### config.mk
export PLATFORM = sky130hd
export DESIGN_NAME = coulomb_counter_core
export DESIGN_NICKNAME = d
export VERILOG_FILES = /design/src/coulomb_counter_pkg.sv /design/src/coulomb_counter_core.sv
export VERILOG_INCLUDE_DIRS = /design/src
export SDC_FILE = /design/constraint.sdc
export NUM_CORES = 1
export LEC_CHECK = 0
export BUFFER_PORTS_ARGS = -buffer_cell sky130_fd_sc_hd__buf_2
export CORE_ASPECT_RATIO = 1.4
export CORE_UTILIZATION = 50
export CTS_BUF_LIST = sky130_fd_sc_hd__clkbuf_2
export DETAILED_ROUTE_END_ITERATION = 12
export HOLD_SLACK_MARGIN = 0.15
export PLACE_DENSITY = 0.73
export SYNTH_ARGS = -nofsm -noshare
export SYNTH_HDL_FRONTEND = slang
export SYNTH_SLANG_ARGS = --single-unit
### constraint.sdc
create_clock -name clk -period 6.4 [get_ports clk]
set_input_delay 0.32 -clock clk [delete_from_list [all_inputs] [get_ports clk]]
set_output_delay 0.32 -clock clk [all_outputs]
set_load 0.01 [all_outputs]
### src/coulomb_counter_params.svh
// constants for the coulomb counter core: register offsets, field positions,
// rates and timing counts; included by the core and the testbench
`ifndef COULOMB_COUNTER_PARAMS_SVH
`define COULOMB_COUNTER_PARAMS_SVH

// register byte addresses on the host register port
`define OFS_TEMP_LOW 7'h60
`define OFS_TEMP_HIGH 7'h61
`define OFS_MODE 7'h64
`define OFS_CLEAR 7'h63
`define OFS_CHG_TM_LOW 7'h65
`define OFS_CHG_TM_HIGH 7'h66
`define OFS_DIS_TM_LOW 7'h67
`define OFS_DIS_TM_HIGH 7'h68
`define OFS_SD_ACC_LOW 7'h69
`define OFS_SD_ACC_HIGH 7'h6A
`define OFS_CHG_ACC_LOW 7'h6B
`define OFS_CHG_ACC_HIGH 7'h6C
`define OFS_DIS_ACC_LOW 7'h6D
`define OFS_DIS_ACC_HIGH 7'h6E
`define OFS_VOLT_LOW 7'h71
`define OFS_VOLT_HIGH 7'h72

// mode register fields
`define MODE_POR_BIT 0
`define MODE_WAKE_LSB 1
`define MODE_SLOW_DIS_BIT 4
`define MODE_SLOW_CHG_BIT 5
`define MODE_WRITE_MASK 8'h0E

// clear register fields
`define CLEAR_DIS_ACC_BIT 0
`define CLEAR_CHG_ACC_BIT 1
`define CLEAR_SD_ACC_BIT 2
`define CLEAR_DIS_TM_BIT 3
`define CLEAR_CHG_TM_BIT 4

// timing: figures as stated, counts derived at 125 MHz
`define CLK_MHZ 125
`define TIMER_PERIOD_US 878900
`define TIMER_PERIOD_CYC (`TIMER_PERIOD_US * `CLK_MHZ)
`define SLOW_RATE_DIV 256
`define SELF_DIS_PERIOD_S 3600
`define SELF_DIS_PERIOD_CYC (64'd3600 * 64'd125000000)
`define TEMP_NOMINAL_K 298
`define TEMP_MAX_K 333
`define TEMP_MIN_K 273
`define TEMP_STEP_K 10

`endif

### src/coulomb_counter_pkg.sv
// types shared by the coulomb counter core
// assumes coulomb_counter_params.svh is on the include path
package coulomb_counter_pkg;
  typedef enum logic [1:0] {
    ST_NORMAL,
    ST_SLEEP_PEND,
    ST_SLEEP,
    ST_HIBERNATE
  } power_state_t;
endpackage

### src/coulomb_counter_core.sv
// accumulation and readout core of a battery monitor
// assumes a serial engine outside decodes host frames into byte reads/writes,
// and the analog front end delivers charge quanta pulses and adc words
`timescale 1ns/10ps
`default_nettype none
`include "coulomb_counter_params.svh"

// Overview of operation
// - discharge sensed: discharge count gains one per quantum, charge count idle
// - discharge timer advances 4096 counts per hour while discharging
// - charge sensed: charge count per quantum, charge timer advances
// - both timers are 16-bit and wrap past ffff to zero
// - timer wrap sets its slow flag; then counts at 1/256 rate
// - timer period 0.8789 s normally, 225 s with slow flag
// - self-discharge count 16 bits, one per hour at 25 C
// - above 25 C rate doubles each 10 C up to 60 C
// - below 25 C rate halves each 10 C down to 0 C
// - after sleep command and low activity, stop all but self-discharge
// - 3-bit wake threshold: 0 none, 1..7 decreasing thresholds
// - asleep, self-discharge count keeps updating without leaving sleep
// - any edge on host line ends sleep
// - normal: all counters; sleep: self-discharge only; hibernate: none
// - power-on-reset indication enters hibernate, held until removed
// - sense offset compensated continuously without host action
// - writing one to clear bit zeros counter; bit self-clears after
// - clearing either timer clears both slow flags
// - die temperature in kelvin readable as high/low pair
// - voltage 11 bits, msb in high bit 2, lsb in low bit 0
// - high bits 7..3 hold signed-magnitude adc offset
module coulomb_counter_core
  import coulomb_counter_pkg::*;
#(
  parameter longint unsigned TIMER_PERIOD_CYC = `TIMER_PERIOD_CYC,
  parameter longint unsigned SELF_DIS_PERIOD_CYC = `SELF_DIS_PERIOD_CYC,
  parameter int OFFSET_FILTER_SHIFT = 8
) (
  input wire logic clk,
  input wire logic rst_b,
  input wire logic chg_quantum,
  input wire logic dis_quantum,
  input wire logic [4:0] activity_level,
  input wire logic sense_shorted,
  input wire logic single_wire_host_line,
  input wire logic por_indication,
  input wire logic sleep_cmd,
  input wire logic [10:0] battery_adc_code,
  input wire logic [4:0] battery_adc_offset,
  input wire logic [10:0] die_temp_kelvin,
  input wire logic reg_wr,
  input wire logic reg_rd,
  input wire logic [6:0] reg_addr,
  input wire logic [7:0] reg_wdata,
  output logic [7:0] reg_rdata,
  output logic [1:0] power_state,
  output logic acq_clock_on
);

  // ------------------------------------------------------------
  // input synchronisers
  // ------------------------------------------------------------
  logic [1:0] chg_s_r, dis_s_r, line_s_r, por_s_r, short_s_r;
  logic chg_q_r, dis_q_r, line_d_r;
  always_ff @(posedge clk or negedge rst_b) begin
    if (!rst_b) begin
      chg_s_r <= 2'h0;
      dis_s_r <= 2'h0;
      line_s_r <= 2'h3;
      por_s_r <= 2'h3;
      short_s_r <= 2'h0;
    end else begin
      chg_s_r <= {chg_s_r[0], chg_quantum};
      dis_s_r <= {dis_s_r[0], dis_quantum};
      line_s_r <= {line_s_r[0], single_wire_host_line};
      por_s_r <= {por_s_r[0], por_indication};
      short_s_r <= {short_s_r[0], sense_shorted};
    end
  end

  // edge detect on synchronised pulses (slow front-end toggles assumed)
  always_ff @(posedge clk or negedge rst_b) begin
    if (!rst_b) begin
      chg_q_r <= 1'b0;
      dis_q_r <= 1'b0;
      line_d_r <= 1'b1;
    end else begin
      chg_q_r <= chg_s_r[1];
      dis_q_r <= dis_s_r[1];
      line_d_r <= line_s_r[1];
    end
  end
  logic chg_evt, dis_evt, line_edge;
  assign chg_evt = chg_s_r[1] & ~chg_q_r;
  assign dis_evt = dis_s_r[1] & ~dis_q_r;
  assign line_edge = line_s_r[1] ^ line_d_r;

  // ------------------------------------------------------------
  // registers and power state
  // ------------------------------------------------------------
  logic [15:0] chg_acc_r, dis_acc_r, sd_acc_r, chg_tm_r, dis_tm_r;
  logic slow_chg_r, slow_dis_r;
  logic [2:0] wake_sel_r;
  logic [4:0] clr_r;
  power_state_t state_r;
  logic run_all, run_self;
  assign run_all = (state_r == ST_NORMAL) || (state_r == ST_SLEEP_PEND);
  assign run_self = state_r != ST_HIBERNATE;
  assign power_state = state_r;
  assign acq_clock_on = run_all;

  // threshold table in quarter-code units of activity_level
  function automatic logic below_wake(input logic [2:0] sel, input logic [4:0] lvl);
    logic [4:0] lim;
    lim = 5'h00;
    unique case (sel)
      3'h0: lim = 5'h1F;
      3'h1: lim = 5'h1C;
      3'h2: lim = 5'h0E;
      3'h3: lim = 5'h09;
      3'h4: lim = 5'h07;
      3'h5: lim = 5'h05;
      3'h6: lim = 5'h04;
      3'h7: lim = 5'h03;
    endcase
    below_wake = (sel == 3'h0) || (lvl < lim);
  endfunction

  // power state machine
  always_ff @(posedge clk or negedge rst_b) begin
    if (!rst_b) begin
      state_r <= ST_HIBERNATE;
    end else if (por_s_r[1]) begin
      state_r <= ST_HIBERNATE;
    end else begin
      unique case (state_r)
        ST_HIBERNATE: state_r <= ST_NORMAL;
        ST_NORMAL: if (sleep_cmd) state_r <= ST_SLEEP_PEND;
        ST_SLEEP_PEND: begin
          if (line_edge) state_r <= ST_NORMAL;
          else if (below_wake(wake_sel_r, activity_level)) state_r <= ST_SLEEP;
        end
        ST_SLEEP: if (line_edge) state_r <= ST_NORMAL;
      endcase
    end
  end

  // ------------------------------------------------------------
  // offset compensation: a shorted-input reference count is removed
  // ------------------------------------------------------------
  logic [OFFSET_FILTER_SHIFT-1:0] offs_acc_r;
  logic offs_skip_chg_r;
  always_ff @(posedge clk or negedge rst_b) begin
    if (!rst_b) begin
      offs_acc_r <= '0;
      offs_skip_chg_r <= 1'b0;
    end else if (short_s_r[1]) begin
      // quanta during the short are offset, remembered for cancellation
      if (chg_evt) offs_skip_chg_r <= 1'b1;
      if (dis_evt) offs_skip_chg_r <= 1'b0;
      if (chg_evt | dis_evt) offs_acc_r <= offs_acc_r + 1'b1;
    end else if ((chg_evt & offs_skip_chg_r) | (dis_evt & ~offs_skip_chg_r)) begin
      if (offs_acc_r != '0) offs_acc_r <= offs_acc_r - 1'b1;
    end
  end
  logic offs_eat;
  assign offs_eat = offs_acc_r != '0;
  logic chg_cnt, dis_cnt;
  assign chg_cnt = chg_evt & ~short_s_r[1] & ~(offs_eat & offs_skip_chg_r);
  assign dis_cnt = dis_evt & ~short_s_r[1] & ~(offs_eat & ~offs_skip_chg_r);

  // direction holds until the opposite quantum arrives
  logic charging_r;
  always_ff @(posedge clk or negedge rst_b) begin
    if (!rst_b) charging_r <= 1'b0;
    else if (chg_evt) charging_r <= 1'b1;
    else if (dis_evt) charging_r <= 1'b0;
  end

  // ------------------------------------------------------------
  // charge and discharge count
  // ------------------------------------------------------------
  // discharge count
  always_ff @(posedge clk or negedge rst_b) begin
    if (!rst_b) dis_acc_r <= 16'h0000;
    else if (clr_r[`CLEAR_DIS_ACC_BIT]) dis_acc_r <= 16'h0000;
    else if (run_all && dis_cnt) dis_acc_r <= dis_acc_r + 16'h0001;
  end
  always_ff @(posedge clk or negedge rst_b) begin
    if (!rst_b) chg_acc_r <= 16'h0000;
    else if (clr_r[`CLEAR_CHG_ACC_BIT]) chg_acc_r <= 16'h0000;
    else if (run_all && chg_cnt) chg_acc_r <= chg_acc_r + 16'h0001;
  end

  // ------------------------------------------------------------
  // time counters
  // ------------------------------------------------------------
  logic [63:0] tick_cnt_r;
  logic tick;
  always_ff @(posedge clk or negedge rst_b) begin
    if (!rst_b) tick_cnt_r <= 64'h0000_0000_0000_0000;
    else if (!run_all || tick) tick_cnt_r <= 64'h0000_0000_0000_0000;
    else tick_cnt_r <= tick_cnt_r + 64'h0000_0000_0000_0001;
  end
  assign tick = run_all && (tick_cnt_r == TIMER_PERIOD_CYC - 1);

  logic [7:0] pre_chg_r, pre_dis_r;
  logic timer_clr;
  assign timer_clr = clr_r[`CLEAR_CHG_TM_BIT] | clr_r[`CLEAR_DIS_TM_BIT];
  logic chg_tm_step, dis_tm_step;
  assign chg_tm_step = tick && charging_r && (!slow_chg_r || pre_chg_r == 8'hFF);
  assign dis_tm_step = tick && !charging_r && (!slow_dis_r || pre_dis_r == 8'hFF);

  always_ff @(posedge clk or negedge rst_b) begin
    if (!rst_b) begin
      pre_chg_r <= 8'h00;
      pre_dis_r <= 8'h00;
    end else if (timer_clr) begin
      pre_chg_r <= 8'h00;
      pre_dis_r <= 8'h00;
    end else begin
      if (tick && charging_r && slow_chg_r) pre_chg_r <= pre_chg_r + 8'h01;
      if (tick && !charging_r && slow_dis_r) pre_dis_r <= pre_dis_r + 8'h01;
    end
  end

  always_ff @(posedge clk or negedge rst_b) begin
    if (!rst_b) dis_tm_r <= 16'h0000;
    else if (clr_r[`CLEAR_DIS_TM_BIT]) dis_tm_r <= 16'h0000;
    else if (dis_tm_step) dis_tm_r <= dis_tm_r + 16'h0001;
  end
  always_ff @(posedge clk or negedge rst_b) begin
    if (!rst_b) chg_tm_r <= 16'h0000;
    else if (clr_r[`CLEAR_CHG_TM_BIT]) chg_tm_r <= 16'h0000;
    else if (chg_tm_step) chg_tm_r <= chg_tm_r + 16'h0001;
  end

  // slow flags set on wrap; set wins over a clear in the same cycle
  // timer clear drops flags
  always_ff @(posedge clk or negedge rst_b) begin
    if (!rst_b) begin
      slow_chg_r <= 1'b0;
      slow_dis_r <= 1'b0;
    end else begin
      if (chg_tm_step && chg_tm_r == 16'hFFFF) slow_chg_r <= 1'b1;
      else if (timer_clr) slow_chg_r <= 1'b0;
      if (dis_tm_step && dis_tm_r == 16'hFFFF) slow_dis_r <= 1'b1;
      else if (timer_clr) slow_dis_r <= 1'b0;
    end
  end

  // ------------------------------------------------------------
  // self-discharge count, temperature scaled
  // ------------------------------------------------------------
  // rate exponent: +1 per 10 K above 298 to 333, -1 per 10 K below to 273
  function automatic logic signed [3:0] temp_exp(input logic [10:0] tk);
    int t;
    t = int'(tk);
    if (t > `TEMP_MAX_K) t = `TEMP_MAX_K;
    if (t < `TEMP_MIN_K) t = `TEMP_MIN_K;
    if (t >= `TEMP_NOMINAL_K) temp_exp = 4'((t - `TEMP_NOMINAL_K) / `TEMP_STEP_K);
    else temp_exp = -4'((`TEMP_NOMINAL_K - t + `TEMP_STEP_K - 1) / `TEMP_STEP_K);
  endfunction

  logic signed [3:0] sd_exp;
  logic [63:0] sd_limit;
  assign sd_exp = temp_exp(die_temp_kelvin);
  assign sd_limit = (sd_exp >= 0) ? (SELF_DIS_PERIOD_CYC >> sd_exp) : (SELF_DIS_PERIOD_CYC << (-sd_exp));

  logic [63:0] sd_cnt_r;
  logic sd_tick;
  assign sd_tick = run_self && (sd_cnt_r + 64'h0000_0000_0000_0001 >= sd_limit);
  always_ff @(posedge clk or negedge rst_b) begin
    if (!rst_b) sd_cnt_r <= 64'h0000_0000_0000_0000;
    else if (sd_tick) sd_cnt_r <= 64'h0000_0000_0000_0000;
    else if (run_self) sd_cnt_r <= sd_cnt_r + 64'h0000_0000_0000_0001;
  end
  always_ff @(posedge clk or negedge rst_b) begin
    if (!rst_b) sd_acc_r <= 16'h0000;
    else if (clr_r[`CLEAR_SD_ACC_BIT]) sd_acc_r <= 16'h0000;
    else if (sd_tick) sd_acc_r <= sd_acc_r + 16'h0001;
  end

  // ------------------------------------------------------------
  // register port
  // ------------------------------------------------------------
  // clear register self-clears after one cycle
  always_ff @(posedge clk or negedge rst_b) begin
    if (!rst_b) clr_r <= 5'h00;
    else if (reg_wr && reg_addr == `OFS_CLEAR && !clr_r[0] && clr_r == 5'h00) clr_r <= reg_wdata[4:0];
    else clr_r <= 5'h00;
  end

  always_ff @(posedge clk or negedge rst_b) begin
    if (!rst_b) wake_sel_r <= 3'h0;
    else if (reg_wr && reg_addr == `OFS_MODE) wake_sel_r <= reg_wdata[`MODE_WAKE_LSB +: 3];
  end

  logic [7:0] mode_val;
  assign mode_val = {2'b00, slow_chg_r, slow_dis_r, wake_sel_r, por_s_r[1]};

  always_ff @(posedge clk or negedge rst_b) begin
    if (!rst_b) reg_rdata <= 8'h00;
    else if (reg_rd) begin
      unique case (reg_addr)
        `OFS_TEMP_LOW: reg_rdata <= die_temp_kelvin[7:0];
        `OFS_TEMP_HIGH: reg_rdata <= {5'b00000, die_temp_kelvin[10:8]};
        `OFS_CLEAR: reg_rdata <= {3'b000, clr_r};
        `OFS_MODE: reg_rdata <= mode_val;
        `OFS_CHG_TM_LOW: reg_rdata <= chg_tm_r[7:0];
        `OFS_CHG_TM_HIGH: reg_rdata <= chg_tm_r[15:8];
        `OFS_DIS_TM_LOW: reg_rdata <= dis_tm_r[7:0];
        `OFS_DIS_TM_HIGH: reg_rdata <= dis_tm_r[15:8];
        `OFS_SD_ACC_LOW: reg_rdata <= sd_acc_r[7:0];
        `OFS_SD_ACC_HIGH: reg_rdata <= sd_acc_r[15:8];
        `OFS_CHG_ACC_LOW: reg_rdata <= chg_acc_r[7:0];
        `OFS_CHG_ACC_HIGH: reg_rdata <= chg_acc_r[15:8];
        `OFS_DIS_ACC_LOW: reg_rdata <= dis_acc_r[7:0];
        `OFS_DIS_ACC_HIGH: reg_rdata <= dis_acc_r[15:8];
        `OFS_VOLT_LOW: reg_rdata <= battery_adc_code[7:0];
        `OFS_VOLT_HIGH: reg_rdata <= {battery_adc_offset, battery_adc_code[10:8]};
        default: reg_rdata <= 8'h00;
      endcase
    end
  end

  // ------------------------------------------------------------
  // assertions
  // ------------------------------------------------------------
  AST_DIS_COUNT: assert property (@(posedge clk) disable iff (!rst_b)
    run_all && dis_cnt && !clr_r[0] |=> dis_acc_r == $past(dis_acc_r) + 16'h0001)
    else $error("discharge count missed");
  AST_CHG_IDLE: assert property (@(posedge clk) disable iff (!rst_b)
    !chg_evt && !clr_r[1] |=> chg_acc_r == $past(chg_acc_r))
    else $error("charge count moved without quantum");
  AST_WRAP_SLOW: assert property (@(posedge clk) disable iff (!rst_b)
    dis_tm_step && dis_tm_r == 16'hFFFF |=> slow_dis_r && dis_tm_r == 16'h0000)
    else $error("timer wrap without slow flag");
  AST_CLR_FLAGS: assert property (@(posedge clk) disable iff (!rst_b)
    timer_clr && !chg_tm_step && !dis_tm_step |=> !slow_chg_r && !slow_dis_r)
    else $error("timer clear kept slow flags");
  AST_CLR_SELF: assert property (@(posedge clk) disable iff (!rst_b)
    clr_r != 5'h00 |=> clr_r == 5'h00)
    else $error("clear bit did not return to zero");
  AST_HIB_FROZEN: assert property (@(posedge clk) disable iff (!rst_b)
    state_r == ST_HIBERNATE |=> $stable(sd_acc_r) && $stable(chg_acc_r))
    else $error("counter moved in hibernate");
  AST_POR_HIB: assert property (@(posedge clk) disable iff (!rst_b)
    por_s_r[1] |=> state_r == ST_HIBERNATE)
    else $error("por did not hibernate");
  AST_WAKE: assert property (@(posedge clk) disable iff (!rst_b)
    state_r == ST_SLEEP && line_edge && !por_s_r[1] |=> state_r == ST_NORMAL)
    else $error("line edge did not wake");
  AST_SLEEP_FROZEN: assert property (@(posedge clk) disable iff (!rst_b)
    state_r == ST_SLEEP |=> $stable(dis_tm_r) && $stable(dis_acc_r))
    else $error("acquisition ran in sleep");
  COV_SLEEP: cover property (@(posedge clk) state_r == ST_SLEEP_PEND ##1 state_r == ST_SLEEP);
  COV_WRAP: cover property (@(posedge clk) chg_tm_step && chg_tm_r == 16'hFFFF);
  COV_CLEAR: cover property (@(posedge clk) clr_r[`CLEAR_DIS_TM_BIT]);

endmodule
`default_nettype wire

======== After elaboration in Yosys (flattened, before gate mapping) ========
Memory sizes are Yosys's and may differ from the RTL's.
Cells that the tools add are included.
Widths: inputs -> output; s select.
storage, ports and cells
  register bits ........................... 267
  latch bits .............................. 0
  RAM bits ................................ 0
  memory bits (read-only) ................. 40
  bits of input ports ..................... 57
  output and inout port bits .............. 11
  logic and storage cells ................. 192
  memories ................................ 1
operators by class
  add/subtract/negate cells ............... 17
  multiply operators ...................... 0
  div/mod/pow operators ................... 2
  $lt $le $gt $ge ......................... 6
  equality and inequality tests ........... 29
  shift operators ......................... 2
  muxes and demuxes ....................... 43
  bitwise operators ....................... 20
  reduce and logical (&&, ||, !) cells .... 46
memory list
  name             depth  width  rd ports  clocked after Yosys merged registers in  write ports  RTL line                     text
  (no name shown)  8      5      1         0                                        0            coulomb_counter_core.sv:114  unique case (sel)
operators with widths
  operator                number
  $mux 64                 4
  $mux 16                 10
  $add 64x1->64 const B   2
  $pmux 8 s16             1
  $eq 7x7->1 const B      16
  $add 16x1->16 const B   5
  $div 32x5->32 const B   2
  $eq 64x27->1 const B    1
  $ge 64x64->1            1
  $mux 8                  8
  $shl 39x4->64 const A   1
  $shr 39x4->64 const A   1
  $add 32x5->32 const B   1
  $eq 16x16->1 const B    2
  $ge 32x10->1 const B    1
  $lt 32x10->1 const B    1
  $mux 32                 1
  $sub 10x32->32 const A  1
  $sub 32x10->32 const B  1
  $sub 32x2->32 const B   1
  $reduce_bool 2->1       13
  $add 8x1->8 const B     3
  $mux 5                  4
  $eq 8x8->1 const B      2
  other kinds (29)        82

======== Longest topological paths before layout ========
Gate-level depths: netlist of the first run.
  depth after elaboration ................. 17
  gate-level depth with buffers ........... 63
  gate-level depth less buffers ........... 54

======== Worst setup path before layout of the first run ========
Ideal clock, no wire load.
  path type ............................... input to register
  start point ............................. in die_temp_kelvin[9]
  end point ............................... reg sd_cnt_r[44]
  library setup time ...................... 96 ps
  arrival time ............................ 11,464 ps
  data required time ...................... 6,304 ps
  setup slack ............................. -5,160 ps
  cell stages on the path ................. 60
  path buffers ............................ 10
  cell sequence ........................... buf_2 nor3_2 buf_2 a21oi_1 inv_1 ha_1 clkbuf_1 o21ai_0 nand2_1 ha_1 clkbuf_1 nor2_1 o311ai_0 a311o_1 o31a_1 nand2_1 nor3_1 a21oi_1 [... 24 more ...] o21ai_0 mux2i_1 ha_1 a21o_1 a21o_1 a21o_1 a21o_1 a21o_1 a21o_1 a21oi_1 o21ai_0 a21o_1 a21oi_1 o21ai_0 a311o_1 nand2b_1 clkbuf_1 o31ai_1
on the way
  cells in the longest elaborated chain, start to end .. 16
ends and longest elaborated chain
  element                                              RTL line                     text
  from (decl)                                          coulomb_counter_core.sv:48   input wire logic [10:0] die_temp_kelvin,
  $gt 11x9->1 (no line)                                --
  $mux 11 *                                            coulomb_counter_core.sv:257  if (t > `TEMP_MAX_K) t = `TEMP_MAX_K;
  $lt 32x10->1 (no line)                               --
  $mux 32 *                                            coulomb_counter_core.sv:258  if (t < `TEMP_MIN_K) t = `TEMP_MIN_K;
  $sub 10x32->32 (no line)                             --
  $add 32x5->32 (no line)                              --
  $sub 32x2->32 (no line)                              --
  $div 32x5->32 (no line)                              --
  $neg 4->4                                            coulomb_counter_core.sv:260  else temp_exp = -4'((`TEMP_NOMINAL_K - t + `TEMP_STEP_K - 1) / `TEMP_STEP_K);
  $mux 4 *                                             coulomb_counter_core.sv:259  if (t >= `TEMP_NOMINAL_K) temp_exp = 4'((t - `TEMP_NOMINAL_K) / `TEMP_STEP_K);
  $neg 4->4                                            coulomb_counter_core.sv:266  assign sd_limit = (sd_exp >= 0) ? (SELF_DIS_PERIOD_CYC >> sd_exp) : (SELF_DIS_PERIOD_CYC << (-sd_exp));
  $shl 39x4->64                                        coulomb_counter_core.sv:266
  $mux 64 *                                            coulomb_counter_core.sv:266
  $ge 64x64->1 *                                       coulomb_counter_core.sv:270  assign sd_tick = run_self && (sd_cnt_r + 64'h0000_0000_0000_0001 >= sd_limit);
  $logic_and 1x1->1 *                                  coulomb_counter_core.sv:270
  $mux 64 / $reduce_bool 2->1 (equally long branches)  --
  to (signal assigned)                                 coulomb_counter_core.sv:274  else if (run_self) sd_cnt_r <= sd_cnt_r + 64'h0000_0000_0000_0001;
  to (decl)                                            coulomb_counter_core.sv:268  logic [63:0] sd_cnt_r;
Mark *: on every way between the ends. The rest lies on a longest branch, timed or not.
A chain may end at the register's enable or synchronous reset.

======== Worst setup path after layout of the first run ========
  start point ............................. in die_temp_kelvin[6]
  end point ............................... reg sd_cnt_r[5]
The elaborated chain is that of the path after synthesis.

==> summary.md, run 1 <==
| Metric | Value |
|---|---|
| Peak VDD IR | about 0.26 mV |
| Final WS setup | -2696 ps |
| CTS tree | done |
| Yosys reg bits | 267 |
| Worst hold stages | 3 |
| Num rows | 84 |
| Hold WS | 243.9 ps |
| Achievable Freq | 109.9 MHz |
| Synth unique cells | 95 |
| Status | finished, violations left |
| Gp weighted congestion | approximately 1 |
| Least-Margin Pin Slew | 1152 ps |
| Count of boundary I/O pins | 68 |
| Failing checks | setup timing |
| Fin crit share | 1.421 |
| CTS Buf Count | 66 |
| Synthesized instance count | 2302 |
| 1st-pass router iterations | 8 |
| Cell Area, Synth | approximately 19000 sq um |
| Placed inst area | 22070 sq um |
| Vias per cell | 5.942 |
| Drt wl/cell | around 18 microns |
| DIE AREA | 39470 sq um |
| Period minus WS final | just over 9000 ps |
| Initial Util | 0.5109 |
| Worst skew pair latency | 930 ps |
| Worst Setup Start Kind | input port |
| CP top delay family | compound AO/OA/AOI/OAI gates |
| Dpl ws | -3875 ps |
| Leak | 11.12 nW |
| Final hold vios | 0 |
| Unrepaired setup endpoints after global routing | true |
| Critical Path RT | 7220 ps |
| CTS Root Cell | clkbuf_2 |
| Overall Global Routing Usage | 0.3010 |
| Die width | 168.2 microns |
| Post-layout util | 0.6354 |
| Register-to-Register Path Depth | 22 |
| Htree depth | 3 |
| Critical Path Source | die_temp_kelvin[6] |
| Cells after DPL | around 3000 |
| DP HPWL | 43110 microns |
| Layout cells sized above 1 | 0.2343 |
| Slowest cell on crit path | or4_4 |
| Core footprint | 37840 sq um |
| Residual DRC count | 0 |
| Final #Nets | 2845 |
| Initial antenna violation count | 1 |
| Initial drt markers | 1576 |
| Levels on crit path | 56 |
| Largest net degree at the start of global routing | 154 |
| Gr ovfl total | 0 |
| Ys async rst share | 1.000 |
| Worst setup EP type | flip-flop |
| Final Max Slew Viols | 0 |
| Max incr delay on CP | 540 ps |
| Slew headroom | 0.2290 |
| Final instance area | between 20000 and 25000 sq um |
| Register clock-pin slew on the reported worst setup and hold paths | 130 ps |
| Max Cap Violations | 0 |
| Avg Synthesized Cell Area | between 8 and 9 sq um |
| Fillers | 3197 |
| Fin cells | around 3200 |
| Pwr dens | 329.0 nW/um^2 |
| Ys Warns | 0 |
| # setup viols final | 70 |
| Worst Path Max Fanout | 8 |
| Clock Skew | 84.28 ps |
| Sequential-to-total area share from yosys stat | 0.3461 |
| Worst-case clock buffer depth | 3 |
| Routed Antenna Nets | 0 |
| First-pass GRT wire length | 95810 microns |
| Clock sink count | 267 |
| CP arrival | ~9900 ps |
| Die H | 234.7 microns |
| Worst r2r src | sd_cnt_r[0]$_DFFE_PN0P_ |
| Wirelength, routed | 59250 microns |
| Ys flop type | dfrtp_1 |
| Setup TNS | -180090 ps |
| WS Path Type | input port to flip-flop |
| Power, Total | 7.908 mW |
| Vias in the first global route | between 15000 and 20000 |
| Synth-to-layout area growth | 24.35% |
| HP Class | input port to flip-flop |
| Crit path buffers/inverters | 8 |
| Hold_sp | sleep_cmd |
| Buffers on Ports | 64 |
| Number of synthesized flops with an enable pin | 0 |
| Vias post-DR | 19057 |
## power by group
part	internal, mW	switching [mW]	leakage (nW)
logic	2.28	2.50	7.03
clock network	0.483	0.722	0.470
registers	1.79	0.130	3.63
## synth_stat cells (16+ instances only)
master,n,area share
nand2_1,300,0.058
dfrtp_1,260,0.34
nor2_1,260,0.050
o21ai_0,142,0.037
xor2_1,118,0.053
ha_1,104,0.067
a21oi_1,100,0.026
nand3_1,98,0.025
xnor2_1,86,0.039
clkbuf_1,76,0.015
nand4_1,70,0.023
and3_1,67,0.022
inv_1,49,0.0095
mux2i_1,48,0.025
or3_1,45,0.015
a21o_1,44,0.017
nor3_1,33,0.0085
and2_1,24,0.0078
nand2b_1,21,0.0068
mux2_2,20,0.012
buf_2,18,0.0047
nor2b_1,18,0.0058
nor4_1,18,0.0058
a221oi_1,16,0.0072
and4_1,16,0.0072
o31ai_1,16,0.0062
## area by class of cell
type,instances,area [sq um],area share
antenna,2,5.005,0.0002082
multi-input combinational,1885,12660,0.5266
clock inverter,21,141.4,0.005881
timing repair buffer,412,3276,0.1363
inverter,51,196.4,0.008172
sequential,267,6690,0.2783
tap,473,591.8,0.02462
clock buffer,96,480.5,0.01999
## cell usage in the layout, fill, tap and decap left out, types with 32 or more instances in the layout
cell type / instances
clkbuf_2: 97
and3_1: 67
buf_4: 280
nor2_1: 254
nand2_1: 292
inv_1: 46
a21o_1: 43
o21ai_0: 86
nor3_1: 32
dlygate4sd3_1: 49
mux2i_1: 48
dfrtp_1: 260
o21ai_2: 33
nand3_1: 93
a21oi_1: 94
xor2_1: 117
nand4_1: 70
buf_2: 59
or3_1: 44
xnor2_1: 83
ha_1: 97
## path summary, 6_finish.rpt
path	endpoint	slack [ps]
max reg2reg	sd_cnt_r[5]$_DFFE_PN0P_	1030
min	power_state[0]$_DFFE_PN1P_	240
max	sd_cnt_r[5]$_DFFE_PN0P_	-2700
min in group asynchronous	line_s_r[0]$_DFF_PN1_	490
min reg2reg	por_s_r[1]$_DFF_PN1_	350
max in group asynchronous	chg_acc_r[0]$_DFFE_PN0P_	4940
## state kept, by name (all words and copies together), names as in the netlist, 3 cells and up
signal	count
chg_acc_r	16
chg_tm_r	16
clr_r	5
dis_acc_r	16
dis_tm_r	16
offs_acc_r	8
pre_chg_r	8
pre_dis_r	8
reg_rdata	8
sd_acc_r	16
sd_cnt_r	64
tick_cnt_r	64
wake_sel_r	3
## metal layers
metal,global-route usage,up-vias,part of all wire
met5,0,-,0
met4,0.1620,0,0.052
met3,0.04598,179,0.045
met2,0.5304,556,0.50
met1,0.3495,9273,0.40
li1,-,9049,-
## cells by family after synthesis
| group | Yosys count | synth area share |
|---|---|---|
| AOI/OAI and AO/OA | 482 | 0.1656 |
| xor gates and xnor gates | 206 | 0.09469 |
| adders and majority gates | 106 | 0.06886 |
| buffers and inverters | 155 | 0.03223 |
| DFF | 267 | 0.3461 |
| muxes | 70 | 0.03883 |
| other | 2 | 0.0003885 |
| and+or+nand+nor | 1014 | 0.2533 |
## worst min-delay path, cell delays in order
cell	delay, ps
dlygate4sd3_1	530
buf_2	140
a221o_1	140
## what timing repair did
action,in CTS,in global routing
hold buffers,50,0
hold endpoints to repair,142,0
resized for setup,111,50
setup buffers,12,11
pin swaps,35,23
setup endpoints to repair,70,70
gates cloned,6,0
No activity file was read; power rests on OpenSTA's default activity.
==> run 2, diff against run 1 <==
- REMOVE_ABC_BUFFERS: not set -> 1
- clock period: 6.4 -> 9.8 ns (I/O delays scaled with it)
==> run 2 against run 1 <==
The run now ends clean. Clock-buffer cell count down 4. Die area unchanged. Final area down 4.6%. Critical path type unchanged.
==> summary.md, run 2 (synthesis results as in run 1) <==
| Metric | Value |
|---|---|
| Period minus WS final | ~9500 ps |
| Clock sink count | about 270 |
| Largest net degree at the start of global routing | between 150 and 200 |
| Flop2flop setup slack | 4480 ps |
| CTS Root Cell | clkbuf_2 |
| Final #Nets | ~2800 |
| Final WS setup | about 280 ps |
| Clock Skew | roughly 110 ps |
| Buffers on Ports | 64 |
| Leak | 10.65 nW |
| Vias post-DR | around 19000 |
| Fin crit share | 0.9711 |
| Logic gate share of total power | 0.592 |
| HP Class | input port to async pin |
| Final hold vios | 0 |
| Slowest cell on crit path | or4_1 |
| Wirelength, routed | 55060 microns |
| Least-Margin Pin Slew | between 1000 and 1500 ps |
| Dpl ws | -1179 ps |
| Vias in the first global route | 18452 |
| Gp weighted congestion | 0.9552 |
| # setup viols final | 0 |
| Count of boundary I/O pins | 68 |
| Clock Power Share | 0.149 |
| DP HPWL | 40300 microns |
| Worst setup EP type | flip-flop |
| Worst Path Max Fanout | 9 |
| Worst Setup Start Kind | input port |
| Layout cells sized above 1 | 0.1929 |
| Most common cell after layout, fill and taps aside | nand2_1 |
| Final Max Slew Viols | 0 |
| Crit path top cell by count | a21o_1 |
| Worst skew pair latency | approximately 960 ps |
| Gr ovfl total | 0 |
| Max Cap Violations | 0 |
| Status | finished, final reports clean |
| Fillers | 3367 |
| Htree depth | 2 |
| Routed Antenna Nets | 0 |
| Drt wl/cell | 17.57 microns |
| Peak VDD IR | 0.1187 mV |
| Placed inst area | roughly 22000 sq um |
| Residual DRC count | 0 |
| Critical Path RT | 10520 ps |
| FF/Latch Area | 6690 sq um |
| Hold WS | 213.0 ps |
| Achievable Freq | 105.1 MHz |
| Cell Int Power | 2.801 mW |
| Register clock-pin slew on the reported worst setup and hold paths | 150 ps |
| Slew headroom | 0.09880 |
| CTS Buf Count | 60 |
| Initial antenna violation count | 1 |
| Die width | 168.2 microns |
| WS Path Type | input port to flip-flop |
| Final instance area | ~23000 sq um |
| Worst-case clock buffer depth | 3 |
| Sequential Power Share | 0.260 |
| Num rows | 84 |
| Post-layout util | 0.6059 |
| Overall Global Routing Usage | 0.2759 |
| CP arrival | around 10000 ps |
| 1st-pass router iterations | 5 |
| DIE AREA | 39470 sq um |
| Net load switching power | 2.027 mW |
| Die H | 234.7 microns |
| CTS tree | done |
| Most frequent cells in the layout | nand2_1, dfrtp_1, nor2_1 |
| Sw Ratio | 0.4199 |
| Synth-to-layout area growth | 18.58% |
| Max incr delay on CP | 480 ps |
| Setup TNS | 0 ps |
| Multi-input logic area | 12220 sq um |
| First-pass GRT wire length | 89930 microns |
| Core footprint | 37840 sq um |
| Initial drt markers | 1230 |
| Vias per cell | 5.915 |
| Initial Util | 0.5109 |
| Top Registers | sd_cnt_r: 64 flops, tick_cnt_r: 64 flops |
| Pwr dens | between 200 and 250 nW/um^2 |
-- run 2: changes by cell type in the layout (fill, tap and decap cells not counted), sizes merged --
cell,previous run,this run
buf,360,307
dlygate4sd3,49,41
clkbuf,99,95
clkinv,17,14
a311o,4,3
bufinv,2,1
clkinvlp,1,0
diode,2,1
nand2b,22,21
-- run 2: power by group through the flow --
stage / combinational (mW) / sequential (mW) / clock, mW
6_report: 2.86 / 1.25 / 0.719
5_1_grt: 3.11 / 1.26 / 0.796
4_1_cts: 2.68 / 1.25 / 0.743
3_5_place_dp: 2.65 / 1.27 / 0
3_3_place_gp: 2.60 / 1.27 / 0
2_1_floorplan: 1.50 / 1.25 / 0
-- run 2: routing by layer --
metal / track usage / routed length (microns)
met5: 0 / 0
met4: 0.1176 / 2138
met3: 0.02847 / 1917
met2: 0.4947 / 28200
met1: 0.3341 / 22800
-- run 2: cell type report --
| class | count | share of cell area |
|---|---|---|
| Antenna cell | 1 | 0.0001092 |
| Clock buffer | 92 | 0.02009 |
| Clock inverter | 16 | 0.003930 |
| Inverter | 51 | 0.008460 |
| Multi-Input combinational cell | 1883 | 0.5330 |
| Sequential cell | 267 | 0.2918 |
| Tap cell | 473 | 0.02582 |
| Timing Repair Buffer | 351 | 0.1167 |
-- run 2: worst paths after layout --
| check | cells after the start | start | to |
|---|---|---|---|
| worst min register to register | 0 | dis_s_r[0]$_DFF_PN0_ | dis_s_r[1]$_DFF_PN0_ |
| max in group asynchronous | 3 | rst_b | pre_chg_r[1]$_DFFE_PN0P_ |
| worst max register to register | 23 | sd_cnt_r[2]$_DFFE_PN0P_ | sd_acc_r[0]$_DFFE_PN0P_ |
| min in group clk | 2 | single_wire_host_line | line_s_r[0]$_DFF_PN1_ |
| worst max-delay path | 56 | die_temp_kelvin[0] | sd_acc_r[0]$_DFFE_PN0P_ |
| worst min-delay path | 2 | rst_b | sd_cnt_r[34]$_DFFE_PN0P_ |
-- run 2: repair_timing --
action | in CTS | in global routing
setup endpoints to repair | 48 | 70
cloned | 0 | 3
hold buffers | 41 | 0
resized for setup | 5 | 43
buffers inserted | 2 | 9
hold endpoints to repair | 132 | 0
pin swaps | 5 | 35
-- run 2: critical path, delay by kind of cell --
family | cells | cell delay (ps)
multiplexers | 1 | 90
AND/OR/NAND/NOR | 12 | 1930
XOR/XNOR | 2 | 300
adder cells (fa/ha/maj) | 6 | 1460
buffers and inverters | 8 | 1000
AO/OA/AOI/OAI | 27 | 4950
-- run 2: per-stage QoR --
| step | instances | total power, mW |
|---|---|---|
| 3_5_place_dp | 2970 | 3.918 |
| 2_1_floorplan | 2201 | 2.748 |
| 4_1_cts | 3121 | 4.675 |
| 6_report | 3134 | 4.829 |
| 5_1_grt | 3134 | 5.171 |
| 3_3_place_gp | 2970 | 3.869 |
==> run 3, diff against run 2 <==
- CTS_BUF_LIST: sky130_fd_sc_hd__clkbuf_2 -> sky130_fd_sc_hd__clkbuf_16
==> run 3 against run 2 <==
The run now ends with setup timing left. Sequential cell count did not move. Cell count down 2.2%. Clock-buffer cell count shrank 65. Critical path depth grew 4. Fmax fell by 3.3%. Register-to-register slack lost 120 ps. Clock power increased by 40%. Utilization increased by 1.6 points. Final area is 2.6% higher. Largest cell class unchanged. Largest power group unchanged. Highest routed layer unchanged.
==> summary.md, run 3 (synthesis results as in run 1) <==
| Metric | Value |
|---|---|
| Overall Global Routing Usage | 0.2776 |
| Critical Path RT | 10200 ps |
| Buffers on Ports | 64 |
| Sequential Power Share | 0.238 |
| Die width | 168.2 microns |
| Num rows | 84 |
| Period minus WS final | 9842 ps |
| Final hold vios | 0 |
| First-pass GRT wire length | 90440 microns |
| Clock sink count | about 270 |
| Peak VDD IR | about 0.18 mV |
| Max incr delay on CP | about 500 ps |
| Routed length on met1 | 22720 microns |
| Clock Skew | 18.09 ps |
| Gp weighted congestion | 0.9552 |
| Failing checks | setup timing |
| CP arrival | slightly above 10000 ps |
| Final WS setup | -42.11 ps |
| Die H | 234.7 microns |
| Residual DRC count | 0 |
| Worst-case clock buffer depth | 3 |
| Slew headroom | 0.1129 |
| Least-Margin Pin Slew | 1318 ps |
| CP top delay family | compound AO/OA/AOI/OAI gates |
| CTS tree | done |
| Most frequent cells in the layout | nand2_1, dfrtp_1, buf_4 |
| Worst setup EP type | flip-flop |
| # diodes | 0 |
| DIE AREA | 39470 sq um |
| Core footprint | 37840 sq um |
| Worst Path Max Fanout | 7 |
| Top sig layer | met4 |
| Worst skew pair latency | 540 ps |
| Net load switching power | approximately 2.1 mW |
| Register clock-pin slew on the reported worst setup and hold paths | 70 ps |
| WL met3 | 2091 microns |
| Power, Total | 5.279 mW |
| WS Path Type | input port to flip-flop |
| Hold WS | 165.9 ps |
| Wirelength, routed | 55680 microns |
| DP HPWL | just over 40000 microns |
| Dpl ws | -1179 ps |
| Vias in the first global route | about 18000 |
| Largest net degree at the start of global routing | 158 |
| Vias post-DR | 18422 |
| Vias per cell | between 6 and 7 |
| Sw Ratio | 0.3960 |
| Initial Util | 0.5109 |
| Clock Power Share | 0.192 |
| Post-layout util | 0.6215 |
| Gr ovfl total | 0 |
| Fin cells | 3065 |
| Initial drt markers | 1273 |
| Fin crit share | 1.004 |
| Achievable Freq | 101.6 MHz |
| Met2 routed WL | ~29000 microns |
| Unrepaired setup endpoints after global routing | true |
| 1st-pass router iterations | 7 |
| Top Registers | sd_cnt_r: 64 flops, tick_cnt_r: 64 flops |
| Slowest cell on crit path | a311o_2 |
| Logic gate share of total power | 0.570 |
| Most common cell after layout, fill and taps aside | nand2_1 |
| HP Class | input port to flip-flop |
| Drt wl/cell | 18.17 microns |
| Max Cap Violations | 0 |
| Final Max Slew Viols | 0 |
| Count of boundary I/O pins | roughly 70 |
| Crit path top cell by count | a21o_1 |
| Routed Antenna Nets | 0 |
| Leak | approximately 11 nW |
| Pwr dens | 224.5 nW/um^2 |
| Layout cells sized above 1 | 0.2064 |
| # setup viols final | 16 |
| Synth-to-layout area growth | 21.64% |
| Crit path buffers/inverters | 11 |
| Htree depth | 1 |
| Worst Setup Start Kind | input port |
| Status | finished, violations left |
| Cell Int Power | 3.188 mW |
| CTS Buf Count | 26 |
| CTS Root Cell | clkbuf_16 |
| Cells after DPL | 2970 |
| Final #Nets | 2736 |
| Initial antenna violation count | 0 |
-- run 3: cell types whose count changed in the layout (fill, tap and decap cells not counted), sizes merged --
| cell | change |
|---|---|
| clkbuf | -68 |
| dlygate4sd3 | -33 |
| buf | +30 |
| clkinv | -5 |
| clkinvlp | +3 |
| inv | +3 |
| bufinv | +2 |
| diode | -1 |
-- run 3: stage by stage --
step | setup TNS, ps | instance area [sq um]
floorplan | -261490 | 18910
global placement | -50360 | 21620
detailed placement | -69940 | 21620
CTS | 0 | 23130
global route | -24310 | 23520
finish | -347.0 | 23520
-- run 3: worst reg2reg max path: stages, from the launching register on --
cell	delay (ps)
dfrtp_1	490
ha_1	350
nand3_1	270
or3_1	450
nor2_1	360
nand2_1	200
nor2_1	170
xor2_1	300
ha_1	300
a21o_1	160
a21o_1	170
a21oi_1	130
nor2b_1	60
o21ai_0	160
nand2b_1	80
a21oi_1	200
nand2_1	90
a21oi_2	160
o21ai_2	90
a311o_2	500
buf_12	180
buf_16	140
nand3_2	60
xor2_1	140
nor2_1	50
-- run 3: power by group through the flow --
| stage | Clock [mW] | Sequential [mW] | Combinational, mW |
|---|---|---|---|
| floorplan | 0 | 1.25 | 1.50 |
| detailed placement | 0 | 1.27 | 2.65 |
| global route | 1.08 | 1.27 | 3.27 |
| CTS | 1.03 | 1.25 | 2.92 |
| global placement | 0 | 1.27 | 2.60 |
| finish | 1.01 | 1.26 | 3.01 |
-- run 3: layer usage --
metal,up-vias,GRT usage
met5,-,0
met4,0,0.1066
met3,133,0.02173
met2,497,0.5037
met1,9008,0.3402
li1,8784,-
-- run 3: area by class of cell --
| cell class | instances | area, sq um |
|---|---|---|
| clock buffers | 27 | 675.6 |
| multi-input cells | 1883 | 12590 |
| fillers | 3224 | 14320 |
| well taps | 473 | 591.8 |
| repair buffers | 345 | 2594 |
| flip-flops and latches | 267 | 6690 |
| inverters | 51 | 196.4 |
| clock inverters | 19 | 180.2 |
-- run 3: final timing paths --
| check | startpoint | to | slack [ps] | cells past startpoint |
|---|---|---|---|---|
| max | die_temp_kelvin[3] | sd_acc_r[15]$_DFFE_PN0P_ | -40 | 60 |
| min | reg_wdata[3] | clr_r[3]$_DFF_PN0_ | 170 | 2 |
| max reg2reg | sd_cnt_r[0]$_DFFE_PN0P_ | sd_acc_r[15]$_DFFE_PN0P_ | 4360 | 24 |
| min reg2reg | chg_s_r[0]$_DFF_PN0_ | chg_s_r[1]$_DFF_PN0_ | 350 | 0 |
| max in group asynchronous | rst_b | pre_chg_r[2]$_DFFE_PN0P_ | 7810 | 3 |
| min in group asynchronous | rst_b | sd_cnt_r[40]$_DFFE_PN0P_ | 600 | 2 |
-- run 3: repair_timing --
action	in CTS	in global routing
hold buffers	8	0
resized for setup	61	115
pin swaps	35	56
endpoints found under the hold margin	110	0
endpoints found under the setup margin	70	70
buffers inserted	33	11
cloned	4	0
